File: config.mk
export PLATFORM = sky130hd
export DESIGN_NAME = wdf_watchdog
export DESIGN_NICKNAME = d
export VERILOG_FILES = /design/src/design/wdf_pkg.sv /design/src/design/wdf_downcounter.sv /design/src/design/wdf_watchdog.sv
export SDC_FILE = /design/constraint.sdc
export NUM_CORES = 1
export LEC_CHECK = 0
export BUFFER_PORTS_ARGS = -buffer_cell sky130_fd_sc_hd__buf_2
export CAP_MARGIN = 20
export CORE_UTILIZATION = 50
export CTS_BUF_LIST = sky130_fd_sc_hd__clkbuf_4
export DETAILED_ROUTE_END_ITERATION = 10
export MAX_ROUTING_LAYER = met4
export PLACE_DENSITY = 0.83
export SETUP_SLACK_MARGIN = 0.2
export SYNTH_ARGS = -nofsm -noshare
export SYNTH_HDL_FRONTEND = slang
export SYNTH_SLANG_ARGS = --single-unit
File: constraint.sdc
create_clock -name ref_clk -period 2.3 [get_ports ref_clk]
set_input_delay 0.115 -clock ref_clk [delete_from_list [all_inputs] [get_ports ref_clk]]
set_output_delay 0.115 -clock ref_clk [all_outputs]
set_load 0.02 [all_outputs]
File: src/design/wdf_pkg.sv
// Package with register map, field positions, reset values and states of the watchdog fail-safe block.
package wdf_pkg;
  // Register byte offsets.
  localparam logic [7:0] ADDR_CTRL = 8'h00;
  localparam logic [7:0] ADDR_RELOAD = 8'h04;
  localparam logic [7:0] ADDR_KICK = 8'h08;
  localparam logic [7:0] ADDR_COUNT = 8'h0C;
  localparam logic [7:0] ADDR_STATUS = 8'h10;
  localparam logic [7:0] ADDR_INT_STATUS = 8'h14;
  localparam logic [7:0] ADDR_INT_MASK = 8'h18;

  // Control register fields.
  localparam int CTRL_ENABLE = 0;
  localparam int CTRL_ACT_HALT_MAIN = 1;
  localparam int CTRL_ACT_HALT_COPROC = 2;
  localparam int CTRL_ACT_FAILSAFE_LOW = 3;
  localparam int CTRL_ACT_OUTPUTS_LOW = 4;
  localparam int CTRL_STANDBY_LEVEL = 5;
  localparam int CTRL_WIDTH = 6;
  localparam logic [5:0] CTRL_RESET = 6'h00;

  // Status register fields.
  localparam int STAT_EXPIRED = 0;
  localparam int STAT_ENABLED = 1;

  // Interrupt event fields.
  localparam int EVT_EXPIRY = 0;
  localparam int EVT_KICK = 1;
  localparam int EVT_WIDTH = 2;
  localparam logic [1:0] EVT_RESET = 2'h0;

  // Stored starting value after reset; the count itself leaves reset at zero.
  localparam logic [31:0] RELOAD_RESET = 32'h0098_9680;

  typedef enum logic [2:0] {
    ST_IDLE = 3'b001,
    ST_RUN = 3'b010,
    ST_TRIPPED = 3'b100
  } wdf_state_t;
endpackage : wdf_pkg

File: src/design/wdf_downcounter.sv
// Loadable down-counter that holds at zero and holds while disabled.
`timescale 1ns/100ps
module wdf_downcounter #(
  parameter int WIDTH = 32
) (
  // Clock and reset
  input wire logic ref_clk,
  input wire logic rst,
  // Control
  input wire logic load,
  input wire logic [WIDTH-1:0] loadValue,
  input wire logic countEn,
  // Count
  output logic [WIDTH-1:0] count_r
);
  logic [WIDTH-1:0] count_nxt;

  always_comb begin
    count_nxt = count_r;
    if (load) begin
      count_nxt = loadValue;
    end else if (countEn && (count_r != '0)) begin
      count_nxt = count_r - WIDTH'(1);
    end
  end

  always_ff @(posedge ref_clk) begin
    if (rst) begin
      count_r <= '0;
    end else begin
      count_r <= count_nxt;
    end
  end
endmodule : wdf_downcounter

File: src/design/wdf_watchdog.sv
// Watchdog fail-safe supervisor with register port, selectable expiry actions and interrupt.
//
// Strobed register access and the register offsets are this design's own decisions.
`timescale 1ns/100ps

// What this block does
// - Enabled counter decrements every clock in the run state; disabled counter holds its value.
// - Count reaching zero while enabled trips the fail-safe response immediately.
// - Only actions selected beforehand are performed; each has its own enable.
// - Selectable halt of main processor, separately selectable halt of coprocessor.
// - Selectable forcing of the fail-safe output pin low.
// - Selectable forcing of all general and numbered output channels low.
// - Fail-safe output pin is low after power-up.
// - While disabled the fail-safe pin follows the software standby level.
module wdf_watchdog #(
  parameter int CNT_WIDTH = 32,
  parameter int GEN_WIDTH = 32,
  parameter int NUM_WIDTH = 8
) (
  // Clock and reset
  input wire logic ref_clk,
  input wire logic rst,
  // Register port
  input wire logic [7:0] regAddr,
  input wire logic [31:0] regWrData,
  input wire logic regWr,
  input wire logic regRd,
  output logic [31:0] regRdData_r,
  // Interrupt
  output logic irq_r,
  // Output channels from the rest of the system
  input wire logic [GEN_WIDTH-1:0] generalDigitalChannelsIn,
  input wire logic [NUM_WIDTH-1:0] numberedOutputChannelsIn,
  // Gated output channels toward the pins
  output logic [GEN_WIDTH-1:0] generalDigitalChannels_r,
  output logic [NUM_WIDTH-1:0] numberedOutputChannels_r,
  // Fail-safe actions
  output logic failsafeOut_r,
  output logic haltMain_r,
  output logic haltCoproc_r
);
  logic [wdf_pkg::CTRL_WIDTH-1:0] ctrl_r;
  logic [wdf_pkg::CTRL_WIDTH-1:0] ctrl_nxt;
  logic [CNT_WIDTH-1:0] reload_r;
  logic [CNT_WIDTH-1:0] reload_nxt;
  logic [wdf_pkg::EVT_WIDTH-1:0] intStatus_r;
  logic [wdf_pkg::EVT_WIDTH-1:0] intStatus_nxt;
  logic [wdf_pkg::EVT_WIDTH-1:0] intMask_r;
  logic [wdf_pkg::EVT_WIDTH-1:0] intMask_nxt;
  logic [31:0] regRdData_nxt;
  logic irq_nxt;

  wdf_pkg::wdf_state_t state_r;
  wdf_pkg::wdf_state_t state_nxt;
  logic expired_r;
  logic expired_nxt;
  logic [3:0] actions_r;
  logic [3:0] actions_nxt;

  logic failsafeOut_nxt;
  logic haltMain_nxt;
  logic haltCoproc_nxt;
  logic [GEN_WIDTH-1:0] generalDigitalChannels_nxt;
  logic [NUM_WIDTH-1:0] numberedOutputChannels_nxt;

  logic [CNT_WIDTH-1:0] count;
  logic enabled;
  logic initWrite;
  logic kickWrite;
  logic loadCounter;
  logic expiryEvent;
  logic [wdf_pkg::EVT_WIDTH-1:0] events;
  logic forceLow;
  logic [GEN_WIDTH-1:0] generalGated;
  logic [NUM_WIDTH-1:0] numberedGated;

  function automatic logic isWrite(input logic [7:0] addr, input logic wr, input logic [7:0] target);
    isWrite = wr && (addr == target);
  endfunction : isWrite

  function automatic logic isRead(input logic [7:0] addr, input logic rd, input logic [7:0] target);
    isRead = rd && (addr == target);
  endfunction : isRead

  assign enabled = ctrl_r[wdf_pkg::CTRL_ENABLE];
  // Writing the starting value is the initialization: it reloads and clears the expired state.
  assign initWrite = isWrite(regAddr, regWr, wdf_pkg::ADDR_RELOAD);
  assign kickWrite = isWrite(regAddr, regWr, wdf_pkg::ADDR_KICK);
  assign loadCounter = initWrite || kickWrite;

  // The count leaves reset at zero, so enabling before the first initialization trips at once.
  // This was preferred to a long default period because a missing initialization then shows up
  // immediately instead of after a long wait; software must write the starting value first.
  wdf_downcounter #(
    .WIDTH(CNT_WIDTH)
  ) u_counter (
    .ref_clk(ref_clk),
    .rst(rst),
    .load(loadCounter),
    .loadValue(initWrite ? regWrData[CNT_WIDTH-1:0] : reload_r),
    // Counting only in the run state keeps the count frozen after a trip for software to read.
    .countEn(enabled && (state_r == wdf_pkg::ST_RUN)),
    .count_r(count)
  );

  // Register file.
  // Control holds the enable, the four expiry actions and the standby level of the fail-safe pin.
  // A write of the starting value doubles as the initialization: it loads the count and ends a trip.
  // A kick reloads the count from the stored starting value and ignores its data, so a stray kick
  // cannot lengthen the period. Writes to read-only or unmapped offsets are dropped.
  always_comb begin
    ctrl_nxt = ctrl_r;
    reload_nxt = reload_r;
    intMask_nxt = intMask_r;
    // A control write is taken whole; the actions are only sampled at expiry, so a later change
    // has no effect on the halts and channel forcing of a trip in progress; clearing the enable hands the pin to the standby level.
    if (isWrite(regAddr, regWr, wdf_pkg::ADDR_CTRL)) begin
      ctrl_nxt = regWrData[wdf_pkg::CTRL_WIDTH-1:0];
    end
    if (initWrite) begin
      reload_nxt = regWrData[CNT_WIDTH-1:0];
    end
    if (isWrite(regAddr, regWr, wdf_pkg::ADDR_INT_MASK)) begin
      intMask_nxt = regWrData[wdf_pkg::EVT_WIDTH-1:0];
    end
  end

  always_ff @(posedge ref_clk) begin
    if (rst) begin
      ctrl_r <= wdf_pkg::CTRL_RESET;
      // The default starting value only matters if software kicks without initializing first.
      reload_r <= wdf_pkg::RELOAD_RESET[CNT_WIDTH-1:0];
      intMask_r <= wdf_pkg::EVT_RESET;
    end else begin
      ctrl_r <= ctrl_nxt;
      reload_r <= reload_nxt;
      intMask_r <= intMask_nxt;
    end
  end

  // Supervision state machine.
  // Idle: counter stopped. Run: counting down and supervising. Tripped: actions held until initialization.
  // Disabling while running parks the count where it is, so enabling again resumes the same period.
  // A zero count trips only while running; a kick after the trip reloads the count but the
  // trip itself is held until software initializes again, so a late kick cannot hide a fault.
  assign expiryEvent = (state_r == wdf_pkg::ST_RUN) && enabled && (count == '0);

  always_comb begin
    state_nxt = state_r;
    expired_nxt = expired_r;
    actions_nxt = actions_r;
    case (state_r)
      wdf_pkg::ST_IDLE: begin
        if (enabled) begin
          state_nxt = wdf_pkg::ST_RUN;
        end
      end
      wdf_pkg::ST_RUN: begin
        if (expiryEvent) begin
          state_nxt = wdf_pkg::ST_TRIPPED;
          expired_nxt = 1'b1;
          actions_nxt = ctrl_r[wdf_pkg::CTRL_ACT_OUTPUTS_LOW:wdf_pkg::CTRL_ACT_HALT_MAIN];
        end else if (!enabled) begin
          state_nxt = wdf_pkg::ST_IDLE;
        end
      end
      // Only the initialization leaves this state; disabling alone keeps the halts and channel forcing.
      wdf_pkg::ST_TRIPPED: begin
        if (initWrite) begin
          state_nxt = wdf_pkg::ST_IDLE;
          expired_nxt = 1'b0;
          actions_nxt = 4'h0;
        end
      end
      // An illegal code falls back to idle with the actions dropped; the next expiry sets them again.
      default: begin
        state_nxt = wdf_pkg::ST_IDLE;
        expired_nxt = 1'b0;
        actions_nxt = 4'h0;
      end
    endcase
  end

  always_ff @(posedge ref_clk) begin
    if (rst) begin
      state_r <= wdf_pkg::ST_IDLE;
      expired_r <= 1'b0;
      actions_r <= 4'h0;
    end else begin
      state_r <= state_nxt;
      expired_r <= expired_nxt;
      actions_r <= actions_nxt;
    end
  end

  // Each channel has its own gate, so the general and numbered groups may be sized independently.
  assign forceLow = actions_nxt[wdf_pkg::CTRL_ACT_OUTPUTS_LOW - 1];
  for (genvar g = 0; g < GEN_WIDTH; g++) begin : gen_general_gate
    assign generalGated[g] = generalDigitalChannelsIn[g] && !forceLow;
  end
  for (genvar g = 0; g < NUM_WIDTH; g++) begin : gen_numbered_gate
    assign numberedGated[g] = numberedOutputChannelsIn[g] && !forceLow;
  end

  // Fail-safe outputs, computed from the next state so that the response lands in the
  // same edge that records the expiry.
  // While disabled the pin is a plain software-driven output; on enable the watchdog takes it
  // over and holds it high until an expiry with the pin action selected drives it low.
  always_comb begin
    haltMain_nxt = actions_nxt[wdf_pkg::CTRL_ACT_HALT_MAIN - 1];
    haltCoproc_nxt = actions_nxt[wdf_pkg::CTRL_ACT_HALT_COPROC - 1];
    if (!ctrl_nxt[wdf_pkg::CTRL_ENABLE]) begin
      failsafeOut_nxt = ctrl_nxt[wdf_pkg::CTRL_STANDBY_LEVEL];
    end else if (actions_nxt[wdf_pkg::CTRL_ACT_FAILSAFE_LOW - 1]) begin
      failsafeOut_nxt = 1'b0;
    end else begin
      failsafeOut_nxt = 1'b1;
    end
    generalDigitalChannels_nxt = generalGated;
    numberedOutputChannels_nxt = numberedGated;
  end

  always_ff @(posedge ref_clk) begin
    if (rst) begin
      // Channels stay low in reset too, matching what the equipment sees while the pin is low.
      failsafeOut_r <= 1'b0;
      haltMain_r <= 1'b0;
      haltCoproc_r <= 1'b0;
      generalDigitalChannels_r <= '0;
      numberedOutputChannels_r <= '0;
    end else begin
      failsafeOut_r <= failsafeOut_nxt;
      haltMain_r <= haltMain_nxt;
      haltCoproc_r <= haltCoproc_nxt;
      generalDigitalChannels_r <= generalDigitalChannels_nxt;
      numberedOutputChannels_r <= numberedOutputChannels_nxt;
    end
  end

  // Interrupt status: sticky events, cleared by reading, with a new event winning over the clear.
  // The kick event lets software confirm that its service routine really reaches the block.
  always_comb begin
    events = '0;
    events[wdf_pkg::EVT_EXPIRY] = expiryEvent;
    events[wdf_pkg::EVT_KICK] = kickWrite;
    intStatus_nxt = intStatus_r;
    if (isRead(regAddr, regRd, wdf_pkg::ADDR_INT_STATUS)) begin
      intStatus_nxt = '0;
    end
    intStatus_nxt = intStatus_nxt | events;
    irq_nxt = |(intStatus_nxt & intMask_nxt);
  end

  always_ff @(posedge ref_clk) begin
    if (rst) begin
      intStatus_r <= wdf_pkg::EVT_RESET;
      irq_r <= 1'b0;
    end else begin
      intStatus_r <= intStatus_nxt;
      irq_r <= irq_nxt;
    end
  end

  // Read data, valid in the cycle after the read strobe only; unmapped addresses read zero.
  // Returning zero outside the read cycle keeps the bus quiet, so an OR-combined read bus needs no mux.
  always_comb begin
    regRdData_nxt = 32'h0000_0000;
    if (regRd) begin
      case (regAddr)
        wdf_pkg::ADDR_CTRL: begin
          regRdData_nxt[wdf_pkg::CTRL_WIDTH-1:0] = ctrl_r;
        end
        wdf_pkg::ADDR_RELOAD: begin
          regRdData_nxt[CNT_WIDTH-1:0] = reload_r;
        end
        wdf_pkg::ADDR_COUNT: begin
          regRdData_nxt[CNT_WIDTH-1:0] = count;
        end
        wdf_pkg::ADDR_STATUS: begin
          regRdData_nxt[wdf_pkg::STAT_EXPIRED] = expired_r;
          regRdData_nxt[wdf_pkg::STAT_ENABLED] = enabled;
        end
        wdf_pkg::ADDR_INT_STATUS: begin
          regRdData_nxt[wdf_pkg::EVT_WIDTH-1:0] = intStatus_r;
        end
        wdf_pkg::ADDR_INT_MASK: begin
          regRdData_nxt[wdf_pkg::EVT_WIDTH-1:0] = intMask_r;
        end
        default: begin
          regRdData_nxt = 32'h0000_0000;
        end
      endcase
    end
  end

  always_ff @(posedge ref_clk) begin
    if (rst) begin
      regRdData_r <= 32'h0000_0000;
    end else begin
      regRdData_r <= regRdData_nxt;
    end
  end
endmodule : wdf_watchdog

==> impl_metrics.yaml <==
clock_network:
  clock_latency_ns: 0.59
  ctsRootBufferMaster: "clkbuf_4"
  cts_tree: "done"
  cts_max_path_buffers: 2
  htreeDepth: 4
  cts_inserted_buffers: 17
  clkSinkCount: 156
  clk_pin_slew_ns: 0.12
synth:
  yosysSeqAreaShare: 0.459
  synth_edf_count: 0
  synthMostInstantiatedCell: "dfxtp_1"
  netlist.top_cell.by_area: "dfxtp_1"
  ys_types: 76
  synth_area_mm2: 0.00680
  syn-num-nets: 819
  synth_top_area_frac: 0.459
  synth_ff_type: "dfxtp_1"
  async_reset_ff_frac: 0
  synthTopCellsByCount: "dfxtp_1, nor2_1, nand2_1"
  synthTopCellsByArea: "dfxtp_1, and4b_1, a22oi_1"
  synth-seq-cells: 156
  syn-instance-count: 733
  synth_area_per_cell_um2: 9.27
  synth.yosys.warnings: 0
placed_design:
  place.port_buffers: 159
  hpwlAfterDp_um: 14100
  place_area_mm2: 0.00807
  place_congestion: 0.927
die:
  die_h_um: 119
  rows: 42
  initial_core_util: 0.513
  fp.dieArea_mm2: 0.0141
  die_width_um: 119
  boundaryPins: 160
  core_mm2: 0.0132
timing:
  finalCriticalPeriod_ns: 2.18
  fin_skew_ns: 0.0344
  setup_tns_ns: 0
  holdWs_ns: 0.0697
  setup_viol: 0
  post-route-period-util: 0.947
  fmax_ghz: 0.459
  drv_slew: 0
  rsz0062_at_grt: "true"
  maxSlewHeadroom: 0.452
  hold_violations: 0
  worst_slew_pin_slew_ns: 0.820
setup_path:
  start_kind: "flop"
  cp.required_ns: 2.78
  critical_path_class: "reg2reg"
  timing.rr.end: "actions_r[0]$_SDFF_PP0_"
  crit_fanout: 4
  rrSetupSlack_ns: 0.12
  rr_startpoint: "u_counter.count_r[8]$_SDFFE_PP0P_"
  endpoint_kind: "flop"
  worstRegToRegCells: 8
  arrival_ns: 2.66
cells_and_area:
  fillCellCount: 970
  fin_area_mm2: 0.00952
  area_growth_pct: 40.1
  nets: 1092
  drive_gt1_frac: 0.317
  n_antenna_cell: 0
grt:
  grt_overflow: 0
  grt_max_degree: 43
  grt_pass1_vias: 6980
  grt_pass1_wl_um: 35200
  antenna_found_initial: 0
  track_usage: 0.325
worst_hold_path:
  whs_endpoint: "ctrl_r[0]$_SDFF_PP0_"
  hold_depth: 4
  hold_class: "in2reg"
  hold_path.startpoint: "regWr"
routing:
  drt_pass1_iterations: 9
  drtIter0Drc: 584
  drc: 0
  viasPerCell: 6.13
  vias: 7313
  wl_um: 22800
  ant_nets: 0
  wl_per_cell_um: 19.1
run:
  cap_violations: 0
power:
  power.density_mw_per_mm2: 546
  leakagePower_nw: 4.09
  vdd_drop_max_mv: 0.372
status:
  outcome: "complete, no violations"
power breakdown:
part	switching, mW	internal [mW]
clock	0.978	0.761
sequential	0.0408	2.75
combinational	0.347	0.316
total	1.37	3.83
worst max path at each step:
stage	cells past startpoint	slack, ns	startpoint	endpoint
3_5_place_dp	7	0.08	regAddr[1]	u_counter.count_r[18]$_SDFFE_PP0P_
3_3_place_gp	7	0.1	u_counter.count_r[0]$_SDFFE_PP0P_	u_counter.count_r[24]$_SDFFE_PP0P_
4_1_cts	7	0.18	u_counter.count_r[0]$_SDFFE_PP0P_	u_counter.count_r[24]$_SDFFE_PP0P_
6_report	8	0.12	u_counter.count_r[8]$_SDFFE_PP0P_	actions_r[0]$_SDFF_PP0_
2_1_floorplan	6	0.21	u_counter.count_r[4]$_SDFFE_PP0P_	failsafeOut_r$_SDFF_PP0_
5_1_grt	8	0.09	u_counter.count_r[0]$_SDFFE_PP0P_	u_counter.count_r[28]$_SDFFE_PP0P_
stage by stage:
stage / setup WS, ns / power, mW / instances / utilization
after global placement: 0.0989 / 3.36 / 1065 / 0.609
after floorplan: 0.208 / 3.16 / 733 / -
after detailed placement: 0.0755 / 3.37 / 1065 / 0.609
after global routing: 0.0863 / 5.37 / 1193 / 0.719
final: 0.122 / 5.20 / 1193 / 0.719
after CTS: 0.184 / 5.17 / 1180 / 0.697
placed cells by master (no fill, tap or decap), drive strengths merged, types with 4 or more instances in the layout:
| cell type | instances |
|---|---|
| a211o | 6 |
| a21o | 6 |
| a21oi | 35 |
| a222oi | 4 |
| a22o | 6 |
| a22oi | 42 |
| a31oi | 12 |
| and3 | 6 |
| and4 | 6 |
| and4b | 40 |
| buf | 238 |
| clkbuf | 22 |
| clkinvlp | 5 |
| dfxtp | 156 |
| dlygate4sd3 | 74 |
| inv | 8 |
| mux2i | 18 |
| nand2 | 61 |
| nand2b | 9 |
| nand3 | 17 |
| nand3b | 4 |
| nand4 | 12 |
| nor2 | 69 |
| nor3 | 17 |
| nor3b | 4 |
| nor4 | 14 |
| nor4b | 4 |
| o211ai | 8 |
| o21ai | 10 |
| o22ai | 6 |
| o31a | 10 |
| or3 | 15 |
| or4 | 11 |
metal layers:
metal | vias to the layer above | share of wire | GRT usage
li1 | 3311 | - | -
met1 | 3439 | 0.39 | 0.383
met2 | 468 | 0.49 | 0.539
met3 | 95 | 0.087 | 0.0632
met4 | 0 | 0.034 | 0.141
met5 | - | 0 | -
kinds of logic after synthesis:
logic type | Yosys count | share of synthesized area
AND/OR/NAND/NOR | 305 | 0.270
AO/OA/AOI/OAI | 180 | 0.192
multiplexers | 19 | 0.0282
buffers and inverters | 68 | 0.0425
adder cells (fa/ha/maj) | 2 | 0.00368
XOR/XNOR | 3 | 0.00387
flip-flops | 156 | 0.459
state kept, by name, summed over array words and instances (netlist names), 2 cells and up:
name and count:
generalDigitalChannels_r 32, regRdData_r 32, reload_r 32, u_counter.count_r 32
numberedOutputChannels_r 8, ctrl_r 6, actions_r 4, state_r 3
intMask_r 2, intStatus_r 2
final cells by class:
type | count | area, um^2 | share of cell area
Tap cell | 176 | 220 | 0.0231
Timing Repair Buffer | 315 | 2240 | 0.236
Multi-Input combinational cell | 509 | 3600 | 0.378
Clock buffer | 19 | 143 | 0.0150
Clock inverter | 11 | 145 | 0.0152
Inverter | 7 | 31.3 | 0.00329
Sequential cell | 156 | 3140 | 0.330
critical path, cell delays in order, from the launching register on:
cell and delay, ns:
dfxtp_4 0.37, or4_4 0.56, nor3_4 0.24, buf_4 0.15, nand4_1 0.10, buf_6 0.16, buf_6 0.11, a21o_1 0.19
a31o_2 0.19
repair_timing:
item,4_1_cts,5_1_grt
setup buffers,11,10
hold buffers,74,0
setup endpoints to repair,20,80
endpoints found under the hold margin,107,0
gates resized for setup,17,36
gates cloned,0,3
pin swaps,12,21
Note: power is estimated with default switching activity, not from simulation.
